==> config.mk <==
export PLATFORM = sky130hd
export DESIGN_NAME = usb_bridge_irq_status_bank
export DESIGN_NICKNAME = d
export VERILOG_FILES = /design/src/usb_bank_pkg.sv /design/src/irq_link_if.sv /design/src/irq_core.sv /design/src/usb_bridge_irq_status_bank.sv
export SDC_FILE = /design/constraint.sdc
export NUM_CORES = 1
export LEC_CHECK = 0
export BUFFER_PORTS_ARGS = -buffer_cell sky130_fd_sc_hd__buf_2
export CAP_MARGIN = 0
export CORE_MARGIN = 3
export CORE_UTILIZATION = 51
export DETAILED_ROUTE_END_ITERATION = 16
export PLACE_DENSITY_LB_ADDON = 0.1
export SLEW_MARGIN = 0
export SYNTH_ARGS = -nofsm -noshare
export SYNTH_HDL_FRONTEND = slang
export SYNTH_HIERARCHICAL = 1
export SYNTH_SLANG_ARGS = --single-unit
export TNS_END_PERCENT = 1
==> constraint.sdc <==
create_clock -name clock_i -period 3.1 [get_ports clock_i]
set_input_delay 0.93 -clock clock_i [delete_from_list [all_inputs] [get_ports clock_i]]
set_output_delay 0.93 -clock clock_i [all_outputs]
set_load 0.02 [all_outputs]
==> src/usb_bank_pkg.sv <==
// constants, field layout and offsets of the interrupt, test and status register bank
package usb_bank_pkg;

	// ----------------------------------------
	// widths
	// ----------------------------------------
	localparam int IRQ_N          = 12;
	localparam int ADR_W          = 8;
	localparam int DAT_W          = 32;
	localparam int SEL_W          = 4;
	localparam int BYTE_W         = 8;
	localparam int PTR_W          = 7;
	localparam int ST_W           = 2;
	localparam int FRAME_W        = 11;
	localparam int QLVL_W         = 2;
	localparam int IN_EP_N        = 4;
	localparam int OUT_EP_N       = 3;
	localparam int IN_EP_NO_STATE = 2;
	localparam int SYNC_N         = 2;

	// ----------------------------------------
	// register offsets
	// ----------------------------------------
	localparam logic [ADR_W-1:0] OFF_IRQ_PENDING = 8'h0c;
	localparam logic [ADR_W-1:0] OFF_IRQ_ENABLE  = 8'h10;
	localparam logic [ADR_W-1:0] OFF_IRQ_CLEAR   = 8'h14;
	localparam logic [ADR_W-1:0] OFF_PAD_TEST    = 8'h1c;
	localparam logic [ADR_W-1:0] OFF_SCAN_FIFO   = 8'h20;
	localparam logic [ADR_W-1:0] OFF_FRAME       = 8'h24;
	localparam logic [ADR_W-1:0] OFF_IN_EP0      = 8'h28;
	localparam logic [ADR_W-1:0] OFF_IN_EP1      = 8'h2c;
	localparam logic [ADR_W-1:0] OFF_IN_EP2      = 8'h30;
	localparam logic [ADR_W-1:0] OFF_IN_EP3      = 8'h34;
	localparam logic [ADR_W-1:0] OFF_OUT_EP0     = 8'h38;
	localparam logic [ADR_W-1:0] OFF_OUT_EP1     = 8'h3c;
	localparam logic [ADR_W-1:0] OFF_OUT_EP2     = 8'h40;
	localparam logic [ADR_W-1:0] OFF_VERSION     = 8'h80;

	// ----------------------------------------
	// interrupt source positions
	// ----------------------------------------
	localparam int EV_SCAN_FLUSH      = 0;
	localparam int EV_FRAME_START     = 1;
	localparam int EV_SERIAL_RX       = 2;
	localparam int EV_SERIAL_TX_EMPTY = 3;
	localparam int EV_PID_ERROR       = 4;
	localparam int EV_SHORT_CHECK     = 5;
	localparam int EV_LONG_CHECK      = 6;
	localparam int EV_STUFF_ERROR     = 7;
	localparam int EV_EP1_IN_TOKEN    = 8;
	localparam int EV_BUS_RESET       = 9;
	localparam int EV_EP1_EMPTY_PKT   = 10;
	localparam int EV_EP2_EMPTY_PKT   = 11;

	// ----------------------------------------
	// field positions
	// ----------------------------------------
	localparam int PAD_EN_BIT        = 0;
	localparam int PAD_OE_BIT        = 1;
	localparam int PAD_PLUS_OUT_BIT  = 2;
	localparam int PAD_MINUS_OUT_BIT = 3;
	localparam int PAD_DIFF_IN_BIT   = 4;
	localparam int PAD_PLUS_IN_BIT   = 5;
	localparam int SQ_IN_EMPTY_BIT   = 0;
	localparam int SQ_IN_FULL_BIT    = 1;
	localparam int SQ_LVL_LSB        = 2;
	localparam int SQ_OUT_EMPTY_BIT  = 4;
	localparam int SQ_OUT_FULL_BIT   = 5;
	localparam int SQ_IN_RST_BIT     = 6;
	localparam int SQ_OUT_RST_BIT    = 7;
	localparam int EP_ST_LSB         = 0;
	localparam int EP_WR_LSB         = 2;
	localparam int EP_RD_LSB         = 9;
	localparam int EP_CNT_LSB        = 16;

	// version stamp reset value, arbitrary
	localparam logic [DAT_W-1:0] VERSION_RESET = 32'h00000001;

	typedef enum logic {BUS_IDLE, BUS_ACK} bus_state_e;

endpackage

==> src/irq_link_if.sv <==
// carrier between the register bank and its interrupt core
`timescale 1ns/1ns
interface irq_link_if
	import usb_bank_pkg::*;
();
	logic [IRQ_N-1:0] set;
	logic [IRQ_N-1:0] clr;
	logic             mask_we;
	logic [IRQ_N-1:0] mask_wdata;
	logic [IRQ_N-1:0] pending;
	logic [IRQ_N-1:0] mask;
	logic             irq;

	modport bank (output set, clr, mask_we, mask_wdata, input pending, mask, irq);
	modport core (input set, clr, mask_we, mask_wdata, output pending, mask, irq);
endinterface

==> src/irq_core.sv <==
// sticky pending bits, enable mask and level interrupt
`timescale 1ns/1ns
module irq_core
	import usb_bank_pkg::*;
(
	input  wire logic clock_i,
	input  wire logic resetn_i,
	irq_link_if.core  lnk
);

	logic [IRQ_N-1:0] pending_r;
	logic [IRQ_N-1:0] mask_r;

	// ----------------------------------------
	// pending bits: set wins over clear
	// ----------------------------------------
	always_ff @(posedge clock_i) begin
		if (!resetn_i) begin
			pending_r <= '0;
		end else begin
			pending_r <= lnk.set | (pending_r & ~lnk.clr);
		end
	end

	// ----------------------------------------
	// enable mask
	// ----------------------------------------
	always_ff @(posedge clock_i) begin
		if (!resetn_i) begin
			mask_r <= '0;
		end else if (lnk.mask_we) begin
			mask_r <= lnk.mask_wdata;
		end
	end

	assign lnk.pending = pending_r;
	assign lnk.mask    = mask_r;
	assign lnk.irq     = |(pending_r & mask_r);

endmodule

==> src/usb_bridge_irq_status_bank.sv <==
// interrupt, pad test and status register bank with a classic wishbone slave
// Functional notes
// - a read-only status register shows the pending state of all twelve interrupt sources.
// - a read/write enable register holds one enable bit per source at the status bit positions.
// - writing one to a bit of the clear register clears that pending bit, zero does nothing, nothing stored.
// - hardware sets pending bits on scan flush, frame start, serial packet received and serial IN empty.
// - hardware also sets bits on pid, short and long check, stuffing errors, ep1 IN token, bus reset, empty OUT packets.
// - with pad test enabled the pad enable and plus/minus levels come from register fields.
// - in pad test mode the differential and plus receive levels read back as read-only fields.
// - empty and full flags of both scan queues and the OUT queue level read back, active high.
// - writing one to either scan queue reset field resets that queue, both fields read back.
// - the index of each received frame start packet is kept in the frame number register.
// - IN endpoints 0..3 show write and read pointers, endpoints 0, 1 and 3 also their state.
// - OUT endpoints 0..2 show state, write pointer and read pointer.
// - after a packet received event an OUT endpoint holds write pointer minus two bytes.
// - a read-only field gives the byte count of the last packet received on OUT endpoint 1.
`timescale 1ns/1ns
module usb_bridge_irq_status_bank
	import usb_bank_pkg::*;
(
	input  wire logic                              clock_i,
	input  wire logic                              resetn_i,
	input  wire logic                              wb_cyc_i,
	input  wire logic                              wb_stb_i,
	input  wire logic                              wb_we_i,
	input  wire logic [ADR_W-1:0]                  wb_adr_i,
	input  wire logic [SEL_W-1:0]                  wb_sel_i,
	input  wire logic [DAT_W-1:0]                  wb_dat_i,
	output wire logic [DAT_W-1:0]                  wb_dat_o,
	output wire logic                              wb_ack_o,
	output wire logic                              irq_o,
	input  wire logic [IRQ_N-1:0]                  irq_event_i,
	input  wire logic                              frame_valid_i,
	input  wire logic [FRAME_W-1:0]                frame_index_i,
	input  wire logic                              scan_in_empty_i,
	input  wire logic                              scan_in_full_i,
	input  wire logic                              scan_out_empty_i,
	input  wire logic                              scan_out_full_i,
	input  wire logic [QLVL_W-1:0]                 scan_rx_queue_level_i,
	output wire logic                              scan_in_reset_o,
	output wire logic                              scan_out_reset_o,
	input  wire logic [IN_EP_N-1:0][ST_W-1:0]      in_ep_state_i,
	input  wire logic [IN_EP_N-1:0][PTR_W-1:0]     in_ep_wr_ptr_i,
	input  wire logic [IN_EP_N-1:0][PTR_W-1:0]     in_ep_rd_ptr_i,
	input  wire logic [OUT_EP_N-1:0][ST_W-1:0]     out_ep_state_i,
	input  wire logic [OUT_EP_N-1:0][PTR_W-1:0]    out_ep_wr_ptr_i,
	input  wire logic [OUT_EP_N-1:0][PTR_W-1:0]    out_ep_rd_ptr_i,
	input  wire logic [PTR_W-1:0]                  ep1_rx_packet_bytes_i,
	input  wire logic                              norm_oe_i,
	input  wire logic                              norm_plus_i,
	input  wire logic                              norm_minus_i,
	input  wire logic                              pad_test_diff_in_i,
	input  wire logic                              pad_test_plus_in_i,
	output wire logic                              pad_oe_o,
	output wire logic                              pad_plus_o,
	output wire logic                              pad_minus_o
);

	// ----------------------------------------
	// helpers
	// ----------------------------------------
	function automatic logic [DAT_W-1:0] lane_mask(input logic [SEL_W-1:0] sel);
		logic [DAT_W-1:0] m;
		m = '0;
		for (int b = 0; b < SEL_W; b++) begin
			m[b*BYTE_W +: BYTE_W] = {BYTE_W{sel[b]}};
		end
		return m;
	endfunction

	function automatic logic [DAT_W-1:0] lane_merge(
		input logic [DAT_W-1:0] old_v,
		input logic [DAT_W-1:0] new_v,
		input logic [SEL_W-1:0] sel
	);
		logic [DAT_W-1:0] m;
		m = lane_mask(sel);
		return (old_v & ~m) | (new_v & m);
	endfunction

	// ----------------------------------------
	// declarations
	// ----------------------------------------
	bus_state_e       bus_state_r;
	bus_state_e       bus_state_nxt;
	logic [DAT_W-1:0] rdata_r;
	logic [DAT_W-1:0] rdata_nxt;
	logic             commit;
	logic             wr_commit;
	logic             rd_commit;
	logic [DAT_W-1:0] pad_ctl_r;
	logic [DAT_W-1:0] pad_ctl_nxt;
	logic             scan_in_rst_r;
	logic             scan_out_rst_r;
	logic [DAT_W-1:0] scan_nxt;
	logic [FRAME_W-1:0] frame_r;
	logic [DAT_W-1:0] version_r;
	logic [SYNC_N-1:0] pin_meta_r;
	logic [SYNC_N-1:0] pin_sync_r;
	logic             pad_oe_r;
	logic             pad_plus_r;
	logic             pad_minus_r;
	logic [DAT_W-1:0] in_word [IN_EP_N];
	logic [DAT_W-1:0] out_word [OUT_EP_N];
	logic [DAT_W-1:0] pad_word;
	logic [DAT_W-1:0] scan_word;
	logic [IRQ_N-1:0] wr_clear;
	logic [IRQ_N-1:0] rd_clear;

	irq_link_if lnk ();

	// ----------------------------------------
	// interrupt core
	// ----------------------------------------
	irq_core u_irq (
		.clock_i  (clock_i),
		.resetn_i (resetn_i),
		.lnk      (lnk.core)
	);

	assign lnk.set        = irq_event_i;
	assign wr_clear       = (wr_commit && wb_adr_i == OFF_IRQ_CLEAR) ?
	                        (wb_dat_i[IRQ_N-1:0] & IRQ_N'(lane_mask(wb_sel_i))) : '0;
	// only bits that were shown to software are cleared by the read
	assign rd_clear       = (rd_commit && wb_adr_i == OFF_IRQ_PENDING) ? rdata_r[IRQ_N-1:0] : '0;
	assign lnk.clr        = wr_clear | rd_clear;
	assign lnk.mask_we    = wr_commit && wb_adr_i == OFF_IRQ_ENABLE;
	assign lnk.mask_wdata = IRQ_N'(lane_merge({{(DAT_W-IRQ_N){1'b0}}, lnk.mask}, wb_dat_i, wb_sel_i));
	assign irq_o          = lnk.irq;

	// ----------------------------------------
	// wishbone slave
	// ----------------------------------------
	always_comb begin
		bus_state_nxt = bus_state_r;
		case (bus_state_r)
			BUS_IDLE: begin
				if (wb_cyc_i && wb_stb_i) begin
					bus_state_nxt = BUS_ACK;
				end
			end
			BUS_ACK: begin
				bus_state_nxt = BUS_IDLE;
			end
			default: begin
				bus_state_nxt = BUS_IDLE;
			end
		endcase
	end

	always_ff @(posedge clock_i) begin
		if (!resetn_i) begin
			bus_state_r <= BUS_IDLE;
		end else begin
			bus_state_r <= bus_state_nxt;
		end
	end

	// effects take place at the edge where the master sees ack
	assign commit    = (bus_state_r == BUS_ACK) && wb_cyc_i && wb_stb_i;
	assign wr_commit = commit && wb_we_i;
	assign rd_commit = commit && !wb_we_i;
	assign wb_ack_o  = (bus_state_r == BUS_ACK);
	assign wb_dat_o  = rdata_r;

	always_ff @(posedge clock_i) begin
		if (!resetn_i) begin
			rdata_r <= '0;
		end else if (bus_state_r == BUS_IDLE && wb_cyc_i && wb_stb_i) begin
			rdata_r <= wb_we_i ? '0 : rdata_nxt;
		end
	end

	// ----------------------------------------
	// read mux
	// ----------------------------------------
	always_comb begin
		rdata_nxt = '0;
		case (wb_adr_i)
			OFF_IRQ_PENDING: begin
				rdata_nxt[IRQ_N-1:0] = lnk.pending;
			end
			OFF_IRQ_ENABLE: begin
				rdata_nxt[IRQ_N-1:0] = lnk.mask;
			end
			OFF_PAD_TEST: begin
				rdata_nxt = pad_word;
			end
			OFF_SCAN_FIFO: begin
				rdata_nxt = scan_word;
			end
			OFF_FRAME: begin
				rdata_nxt[FRAME_W-1:0] = frame_r;
			end
			OFF_IN_EP0: begin
				rdata_nxt = in_word[0];
			end
			OFF_IN_EP1: begin
				rdata_nxt = in_word[1];
			end
			OFF_IN_EP2: begin
				rdata_nxt = in_word[2];
			end
			OFF_IN_EP3: begin
				rdata_nxt = in_word[3];
			end
			OFF_OUT_EP0: begin
				rdata_nxt = out_word[0];
			end
			OFF_OUT_EP1: begin
				rdata_nxt = out_word[1];
			end
			OFF_OUT_EP2: begin
				rdata_nxt = out_word[2];
			end
			OFF_VERSION: begin
				rdata_nxt = version_r;
			end
			default: begin
				rdata_nxt = '0;
			end
		endcase
	end

	// ----------------------------------------
	// pad test control
	// ----------------------------------------
	always_comb begin
		pad_ctl_nxt = '0;
		pad_ctl_nxt[PAD_MINUS_OUT_BIT:PAD_EN_BIT] = wb_dat_i[PAD_MINUS_OUT_BIT:PAD_EN_BIT];
		pad_ctl_nxt = lane_merge(pad_ctl_r, pad_ctl_nxt, wb_sel_i);
	end

	always_ff @(posedge clock_i) begin
		if (!resetn_i) begin
			pad_ctl_r <= '0;
		end else if (wr_commit && wb_adr_i == OFF_PAD_TEST) begin
			pad_ctl_r <= pad_ctl_nxt;
		end
	end

	// receive pins come from outside the clock domain
	always_ff @(posedge clock_i) begin
		if (!resetn_i) begin
			pin_meta_r <= '0;
			pin_sync_r <= '0;
		end else begin
			pin_meta_r <= {pad_test_plus_in_i, pad_test_diff_in_i};
			pin_sync_r <= pin_meta_r;
		end
	end

	always_comb begin
		pad_word = pad_ctl_r;
		if (pad_ctl_r[PAD_EN_BIT]) begin
			pad_word[PAD_DIFF_IN_BIT] = pin_sync_r[0];
			pad_word[PAD_PLUS_IN_BIT] = pin_sync_r[1];
		end
	end

	always_ff @(posedge clock_i) begin
		if (!resetn_i) begin
			pad_oe_r    <= 1'b0;
			pad_plus_r  <= 1'b0;
			pad_minus_r <= 1'b0;
		end else if (pad_ctl_r[PAD_EN_BIT]) begin
			pad_oe_r    <= pad_ctl_r[PAD_OE_BIT];
			pad_plus_r  <= pad_ctl_r[PAD_PLUS_OUT_BIT];
			pad_minus_r <= pad_ctl_r[PAD_MINUS_OUT_BIT];
		end else begin
			pad_oe_r    <= norm_oe_i;
			pad_plus_r  <= norm_plus_i;
			pad_minus_r <= norm_minus_i;
		end
	end

	assign pad_oe_o    = pad_oe_r;
	assign pad_plus_o  = pad_plus_r;
	assign pad_minus_o = pad_minus_r;

	// ----------------------------------------
	// scan queue status and resets
	// ----------------------------------------
	assign scan_nxt = lane_merge(scan_word, wb_dat_i, wb_sel_i);

	always_ff @(posedge clock_i) begin
		if (!resetn_i) begin
			scan_in_rst_r  <= 1'b0;
			scan_out_rst_r <= 1'b0;
		end else if (wr_commit && wb_adr_i == OFF_SCAN_FIFO) begin
			scan_in_rst_r  <= scan_nxt[SQ_IN_RST_BIT];
			scan_out_rst_r <= scan_nxt[SQ_OUT_RST_BIT];
		end
	end

	assign scan_in_reset_o  = scan_in_rst_r;
	assign scan_out_reset_o = scan_out_rst_r;

	always_comb begin
		scan_word = '0;
		scan_word[SQ_IN_EMPTY_BIT]              = scan_in_empty_i;
		scan_word[SQ_IN_FULL_BIT]               = scan_in_full_i;
		scan_word[SQ_LVL_LSB +: QLVL_W]         = scan_rx_queue_level_i;
		scan_word[SQ_OUT_EMPTY_BIT]             = scan_out_empty_i;
		scan_word[SQ_OUT_FULL_BIT]              = scan_out_full_i;
		scan_word[SQ_IN_RST_BIT]                = scan_in_rst_r;
		scan_word[SQ_OUT_RST_BIT]               = scan_out_rst_r;
	end

	// ----------------------------------------
	// frame number and version stamp
	// ----------------------------------------
	always_ff @(posedge clock_i) begin
		if (!resetn_i) begin
			frame_r <= '0;
		end else if (frame_valid_i) begin
			frame_r <= frame_index_i;
		end
	end

	always_ff @(posedge clock_i) begin
		if (!resetn_i) begin
			version_r <= VERSION_RESET;
		end else if (wr_commit && wb_adr_i == OFF_VERSION) begin
			version_r <= lane_merge(version_r, wb_dat_i, wb_sel_i);
		end
	end

	// ----------------------------------------
	// endpoint status words
	// ----------------------------------------
	for (genvar g = 0; g < IN_EP_N; g++) begin : g_in_ep
		always_comb begin
			in_word[g] = '0;
			in_word[g][EP_WR_LSB +: PTR_W] = in_ep_wr_ptr_i[g];
			in_word[g][EP_RD_LSB +: PTR_W] = in_ep_rd_ptr_i[g];
			if (g != IN_EP_NO_STATE) begin
				in_word[g][EP_ST_LSB +: ST_W] = in_ep_state_i[g];
			end
		end
	end

	for (genvar g = 0; g < OUT_EP_N; g++) begin : g_out_ep
		always_comb begin
			out_word[g] = '0;
			out_word[g][EP_ST_LSB +: ST_W]  = out_ep_state_i[g];
			// software takes the byte count as write pointer minus two
			out_word[g][EP_WR_LSB +: PTR_W] = out_ep_wr_ptr_i[g];
			out_word[g][EP_RD_LSB +: PTR_W] = out_ep_rd_ptr_i[g];
			if (g == 1) begin
				out_word[g][EP_CNT_LSB +: PTR_W] = ep1_rx_packet_bytes_i;
			end
		end
	end

endmodule

======== Word level (Yosys, flattened, before mapping) ========
Cells that the tools add are included.
W data, S select, Z words.
storage, ports and cells
  register bits ........................... 141
  output and inout bits ................... 39
  logic and storage cells ................. 73
  input bits .............................. 203
operators by class
  eq/ne operators ......................... 14
  bitwise gates (word level) .............. 18
  multiplexer cells ....................... 12
  reduce and logical (&&, ||, !) cells .... 15
operators by type and width
  cell                  number
  $pmux W20 S9          1
  $pmux W11 S13         1
  $and A32 B32 Y32      3
  $eq A8 B6 Y1 const B  8
  $or A32 B32 Y32       2
  $and A12 B12 Y12      4
  $or A12 B12 Y12       3
  $and A4 B32 Y32       1
  $mux W32              1
  $not A32 Y32          1
  $eq A8 B5 Y1 const B  3
  $mux W12              2
  $logic_and A1 B1 Y1   13
  $not A12 Y12          1
  $reduce_or A12 Y1     1
  $pmux W1 S11          1
  $and A8 B8 Y8         1
  $eq A8 B4 Y1 const B  1
  $eq A8 B7 Y1 const B  1
  $eq A8 B8 Y1 const B  1
  $or A8 B8 Y8          1
  $mux W1               4
  $mux W2               1
  $pmux W1 S2           1
  2 further kinds       2

======== Longest topological paths before layout ========
  depth after elaboration ................. 9
  mapped depth ............................ 9
  gate-level depth less buffers ........... 6

======== Modules after synthesis ========
Netlist, hierarchy kept.
modules (own cells, without submodules)
  module                      sequential area each (um^2)  cells each  area an instance (um^2)  instances
  usb_bridge_irq_status_bank  2342.2                       681         6248.5                   1
  irq_core                    480.5                        82          918.4                    1

======== Worst setup path before layout ========
OpenSTA, ideal clock, no wires.
  path type ............................... input port to flip-flop
  start ................................... input port wb_adr_i[4]
  end ..................................... register u_irq.pending_r[0], in the netlist u_irq/lnk.pending[0]
  arrival ................................. 2360 ps
  setup time .............................. 115 ps
  path slack .............................. 625 ps
  path buffers ............................ 1
  stages .................................. 7
  required time ........................... 2985 ps
  path through ............................ buf_2 -> nor4b_2 -> nand2_1 -> nor2_2 -> a22o_1 -> nor2b_1 -> o21a_1
on the way
  longest elaborated chain between the ends .. 7
  elaborated cells on any way between the ends .. 10
  classes of those cells .................. eq/ne: 2; mux: 2; bitwise: 4; reduce/logical: 2
ends and longest elaborated chain
  item                                                 line                                                                  source
  start, declared                                      usb_bridge_irq_status_bank.sv:26                                      input wire logic [ADR_W-1:0] wb_adr_i,
  $eq A8 B5 Y1 / $eq A8 B4 Y1 (equally long branches)  usb_bridge_irq_status_bank.sv:122, usb_bridge_irq_status_bank.sv:125
  $logic_and A1 B1 Y1 (on tied branches)               usb_bridge_irq_status_bank.sv:122, usb_bridge_irq_status_bank.sv:125
  $mux W12 (on tied branches)                          usb_bridge_irq_status_bank.sv:122, usb_bridge_irq_status_bank.sv:125
  $or A12 B12 Y12 *                                    usb_bridge_irq_status_bank.sv:126                                     assign lnk.clr = wr_clear | rd_clear;
  named net lnk.clr[0]                                 irq_link_if.sv:7                                                      logic [IRQ_N-1:0] clr;
  $not A12 Y12 *                                       irq_core.sv:21                                                        pending_r <= lnk.set | (pending_r & ~lnk.clr);
  $and A12 B12 Y12 *                                   irq_core.sv:21
  $or A12 B12 Y12 *                                    irq_core.sv:21
  end signal, assigned                                 irq_core.sv:21
  end, declared                                        irq_core.sv:11                                                        logic [IRQ_N-1:0] pending_r;
The timed path passes the listed nets; every way through them passes the cells marked *.
A chain may end at the register's enable or synchronous reset.

======== Worst setup path in the final report ========
  start ................................... register u_irq.mask_r[5], in the netlist u_irq/lnk.mask[5]
  end ..................................... output port irq_o
on the way
  longest elaborated chain between the ends .. 2
ends and longest elaborated chain
  item                    line                              source
  start, declared         irq_core.sv:12                    logic [IRQ_N-1:0] mask_r;
  start signal, assigned  irq_core.sv:32                    mask_r <= lnk.mask_wdata;
  $and A12 B12 Y12        irq_core.sv:38                    assign lnk.irq = |(pending_r & mask_r);
  $reduce_or A12 Y1       irq_core.sv:38
  end, declared           usb_bridge_irq_status_bank.sv:31  output wire logic irq_o,
Every way passes these cells.

==> metrics.txt <==
# TYPE chip_impl_metric gauge
chip_impl_metric{name="portBuffers",unit=""} 239
chip_impl_metric{name="postLayoutSetupSlackWorst",unit="ps"} 524
chip_impl_info{name="cpLargestDelayFamily",value="compound AO/OA/AOI/OAI gates"} 1
chip_impl_metric{name="powerDensity",unit="nW/um^2"} 481
chip_impl_info{name="critical_path_class",value="reg -> out"} 1
chip_impl_metric{name="layout_min_cycle_time",unit="ps"} 2580
chip_impl_info{name="run_status",value="finished clean"} 1
chip_impl_info{name="rsz0062_at_grt",value="false"} 1
chip_impl_metric{name="syn_nets",unit=""} 966
chip_impl_metric{name="drc",unit=""} 0
chip_impl_metric{name="nNetsFinal",unit=""} 1214
chip_impl_metric{name="die_area",unit="um^2"} 15500
chip_impl_metric{name="floorplan.initialDensity",unit="%"} 53.1
chip_impl_metric{name="cp.buffers_inverters",unit=""} 1
chip_impl_metric{name="cpPeakStageDelay",unit="ps"} 350
chip_impl_info{name="clk_root_buffer_cell",value="sky130_fd_sc_hd__clkbuf_16"} 1
chip_impl_metric{name="grt_antenna_before_repair",unit=""} 0
chip_impl_metric{name="worstPathRequired",unit="ps"} 2170
chip_impl_metric{name="preCtsSetupSlack",unit="ps"} 278
chip_impl_info{name="synthFlopType",value="sky130_fd_sc_hd__dfxtp_1"} 1
chip_impl_metric{name="numClockSinks",unit=""} 141
chip_impl_metric{name="num_io_pins",unit=""} 242
chip_impl_metric{name="global_route.overflow_total",unit=""} 0
chip_impl_metric{name="post-cts-setup-buffer-count",unit=""} 0
chip_impl_metric{name="maxSlewViolCount",unit=""} 0
chip_impl_info{name="r2r_end",value="u_irq/lnk.pending[5]$_SDFF_PN0_"} 1
chip_impl_metric{name="worst-endpoint-arrival",unit="ps"} 1650
chip_impl_metric{name="synth.cell_area",unit="um^2"} 7170
chip_impl_metric{name="setup_violation_total_in_the_final_timing_report",unit=""} 0
chip_impl_metric{name="timing.fmax",unit="GHz"} 0.388
chip_impl_metric{name="core-area",unit="um^2"} 13500
chip_impl_metric{name="vias_per_cell",unit=""} 6.06
chip_impl_metric{name="detailed_place_hpwl",unit="um"} 19200
chip_impl_metric{name="max_slew_margin",unit="%"} 64.6
chip_impl_metric{name="register_bit_count_reported_by_yosys",unit=""} 141
chip_impl_metric{name="route.detailed.wl_per_inst",unit="um"} 21.5
chip_impl_info{name="cell_chain_critical_path",value="a22o_1, a221oi_1, nand3_1, buf_2"} 1
chip_impl_metric{name="total_leakage_power",unit="nW"} 3.86
chip_impl_metric{name="fin_skew",unit="ps"} 8.43
chip_impl_metric{name="timing.max_cap.violations",unit=""} 0
chip_impl_metric{name="total_negative_setup_slack",unit="ps"} 0
chip_impl_metric{name="regToRegSetupSlack",unit="ps"} 930
chip_impl_metric{name="via_count",unit=""} 7271
chip_impl_metric{name="synth_async_sr_flop_share",unit="%"} 0
chip_impl_metric{name="clock_tree.buffer_depth",unit=""} 2
chip_impl_metric{name="layout_area_growth_over_synthesis",unit="%"} 29.8
chip_impl_metric{name="worstRegToRegCells",unit=""} 6
chip_impl_metric{name="global_route.usage.total",unit="%"} 32.2
chip_impl_metric{name="crit_fanout",unit=""} 4
chip_impl_metric{name="final_hold_viol_count",unit=""} 0
chip_impl_metric{name="yosysWarningCount",unit=""} 6
chip_impl_metric{name="grt_pass1_wl",unit="um"} 39300
chip_impl_metric{name="post_synth_num_cell_types",unit=""} 61
chip_impl_metric{name="rows",unit=""} 42
chip_impl_metric{name="antenna_cells_inserted",unit=""} 0
chip_impl_metric{name="ir_drop",unit="V"} 0.000360
chip_impl_metric{name="worstSkewPairLatency",unit="ps"} 420
chip_impl_metric{name="routabilityCongestion",unit=""} 0.990
chip_impl_metric{name="postRouteAntennaNets",unit=""} 0
chip_impl_info{name="kind_of_start_point_of_the_critical_path",value="register"} 1
chip_impl_info{name="critPathSlowestCell",value="sky130_fd_sc_hd__dfxtp_1"} 1
chip_impl_metric{name="synth_edf_count",unit=""} 0
chip_impl_metric{name="grt_start_max_net_pins",unit=""} 37
chip_impl_metric{name="cts-resized-gates",unit=""} 0
chip_impl_metric{name="cts.clk_slew.worst_paths",unit="ps"} 60
chip_impl_metric{name="total_power",unit="W"} 0.00447
chip_impl_metric{name="via_count_of_the_first_global_routing_pass",unit=""} 7052
chip_impl_metric{name="ctsHoldBuffers",unit=""} 0
chip_impl_info{name="regToRegStartpoint",value="wb_ack_o$_SDFF_PP0_"} 1
chip_impl_info{name="hold-path-endpoint",value="pin_sync_r[1]$_SDFF_PN0_"} 1
chip_impl_metric{name="cts.htree.levels",unit=""} 4
chip_impl_metric{name="post_route_cells_drive_above_1_share",unit="%"} 36.8
chip_impl_metric{name="synthCells",unit=""} 763
chip_impl_metric{name="synth_sequential_area_ratio",unit="%"} 39.4
chip_impl_metric{name="syn_avg_cell_area",unit="um^2"} 9.39
chip_impl_metric{name="initialDrtViolationCount",unit=""} 776
chip_impl_metric{name="final_min_period_over_clock_period",unit="%"} 83.1
chip_impl_info{name="min_path_type",value="reg -> reg"} 1
chip_impl_metric{name="detailed_route_wire_length",unit="um"} 25800
chip_impl_info{name="worstSetupEndpointType",value="output port"} 1
chip_impl_metric{name="drt-pass1-iter-count",unit=""} 8
chip_impl_metric{name="n_fill_cell",unit=""} 1083
chip_impl_metric{name="timing_worst_slew_pin_value",unit="ps"} 529
chip_impl_info{name="cts_tree",value="yes"} 1
chip_impl_info{name="worst_hold_startpoint",value="pin_meta_r[1]$_SDFF_PN0_"} 1
chip_impl_metric{name="die_w",unit="um"} 125
chip_impl_metric{name="cts-buffers-inserted",unit=""} 17
chip_impl_metric{name="whs_path_depth",unit=""} 1
chip_impl_metric{name="die_h",unit="um"} 125
==> cell usage in the layout (no fill, tap or decap), drive strengths merged, types with 7 or more instances in the layout <==
cell type / count
buf: 287
dfxtp: 141
mux2i: 64
nor2: 62
a22oi: 57
nand2: 56
a21oi: 33
o21ai: 32
nor2b: 31
and2: 28
a22o: 27
mux2: 24
nand3: 21
clkbuf: 18
o22ai: 17
and3: 13
a221oi: 13
o21a: 12
a31oi: 9
a222oi: 7
nand2b: 7
inv: 7
==> cell usage after synthesis (3+ instances only) <==
master                        n  area, um^2
sky130_fd_sc_hd__buf_6        6        67.6
sky130_fd_sc_hd__buf_2       20         100
sky130_fd_sc_hd__o221ai_1     4        35.0
sky130_fd_sc_hd__a221oi_1     5        43.8
sky130_fd_sc_hd__mux2i_1     64         641
sky130_fd_sc_hd__a221oi_2     8         120
sky130_fd_sc_hd__nor2b_1     31         194
sky130_fd_sc_hd__a2bb2oi_1    3        26.3
sky130_fd_sc_hd__nand2_1     54         203
sky130_fd_sc_hd__buf_4       10        75.1
sky130_fd_sc_hd__a222oi_1     7        70.1
sky130_fd_sc_hd__dfxtp_1    141        2820
sky130_fd_sc_hd__o21a_1      12        90.1
sky130_fd_sc_hd__and2_1      28         175
sky130_fd_sc_hd__a31oi_2      3        37.5
sky130_fd_sc_hd__nand2b_1     7        43.8
sky130_fd_sc_hd__o21ai_0     31         155
sky130_fd_sc_hd__and3_1      13        81.3
sky130_fd_sc_hd__mux4_2       3        67.6
sky130_fd_sc_hd__mux2_2      24         270
sky130_fd_sc_hd__a31oi_1      6        37.5
sky130_fd_sc_hd__o22ai_1     17         106
sky130_fd_sc_hd__a22oi_1     57         428
sky130_fd_sc_hd__a22o_1      27         236
sky130_fd_sc_hd__nor2_1      59         221
sky130_fd_sc_hd__o31ai_1      4        30.0
sky130_fd_sc_hd__nor3_1       3        15.0
sky130_fd_sc_hd__a211oi_1     3        22.5
sky130_fd_sc_hd__clkbuf_1    19        71.3
sky130_fd_sc_hd__a21oi_1     33         165
sky130_fd_sc_hd__nand3_1     19        95.1
==> how the worst max path moves through the flow <==
stage	end	slack, ps	startpoint	cells past startpoint
3_5_place_dp	register	280	wb_adr_i[1]	7
4_1_cts	irq_o	520	u_irq/lnk.mask[5]$_SDFFE_PN0P_	4
3_3_place_gp	register	300	wb_adr_i[1]	7
6_report	irq_o	520	u_irq/lnk.mask[5]$_SDFFE_PN0P_	4
5_1_grt	irq_o	510	u_irq/lnk.mask[9]$_SDFFE_PN0P_	4
2_1_floorplan	u_irq/lnk.pending[0]$_SDFF_PN0_	630	wb_adr_i[4]	7
==> layer usage <==
layer | part of all wire, % | up-vias | wire length (um) | track usage (%)
met5 | 0 | - | 0 | 0
met4 | 3.9 | 0 | 999 | 12.4
met3 | 11 | 68 | 2790 | 9.73
met2 | 45 | 465 | 11600 | 50.3
met1 | 40 | 3374 | 10500 | 42.1
li1 | - | 3364 | - | -
==> kinds of logic after synthesis <==
kind of cell    share of synthesized area, %
compound gates                          23.8
buf+inv                                 4.66
flops                                   39.4
mux                                     13.7
simple gates                            18.5
==> per-stage QoR <==
stage	instances	hold WS [ps]	utilization, %	area (um^2)
6_report	1200	442	68.9	9300
5_1_grt	1200	449	68.9	9300
4_1_cts	1200	446	68.9	9300
3_5_place_dp	1168	424	64.3	8680
3_3_place_gp	1168	429	64.3	8680
2_1_floorplan	763	412	-	7170
==> where the power goes <==
part           internal [W]  switching (W)
clock               0.00131       0.000856
sequential          0.00184      0.0000176
combinational      0.000208       0.000246
==> worst register-to-register path: stages, from the launching register on <==
cell and delay [ps]:
sky130_fd_sc_hd__dfxtp_1 420, sky130_fd_sc_hd__and4_1 470, sky130_fd_sc_hd__nand2_1 320, sky130_fd_sc_hd__nor2_2 450, sky130_fd_sc_hd__a22o_1 200, sky130_fd_sc_hd__nor2b_1 40, sky130_fd_sc_hd__o21a_1 160
==> final cells by class <==
type | instances | area (um^2) | share of cell area, %
timing repair buffer | 287 | 1610 | 17.3
clock inverter | 14 | 184 | 1.98
sequential | 141 | 2820 | 30.3
tap | 176 | 220 | 2.37
inverter | 2 | 7.51 | 0.0807
multi-input combinational | 562 | 4020 | 43.2
clock buffer | 18 | 439 | 4.72
Note: power is estimated with default switching activity, not from simulation.
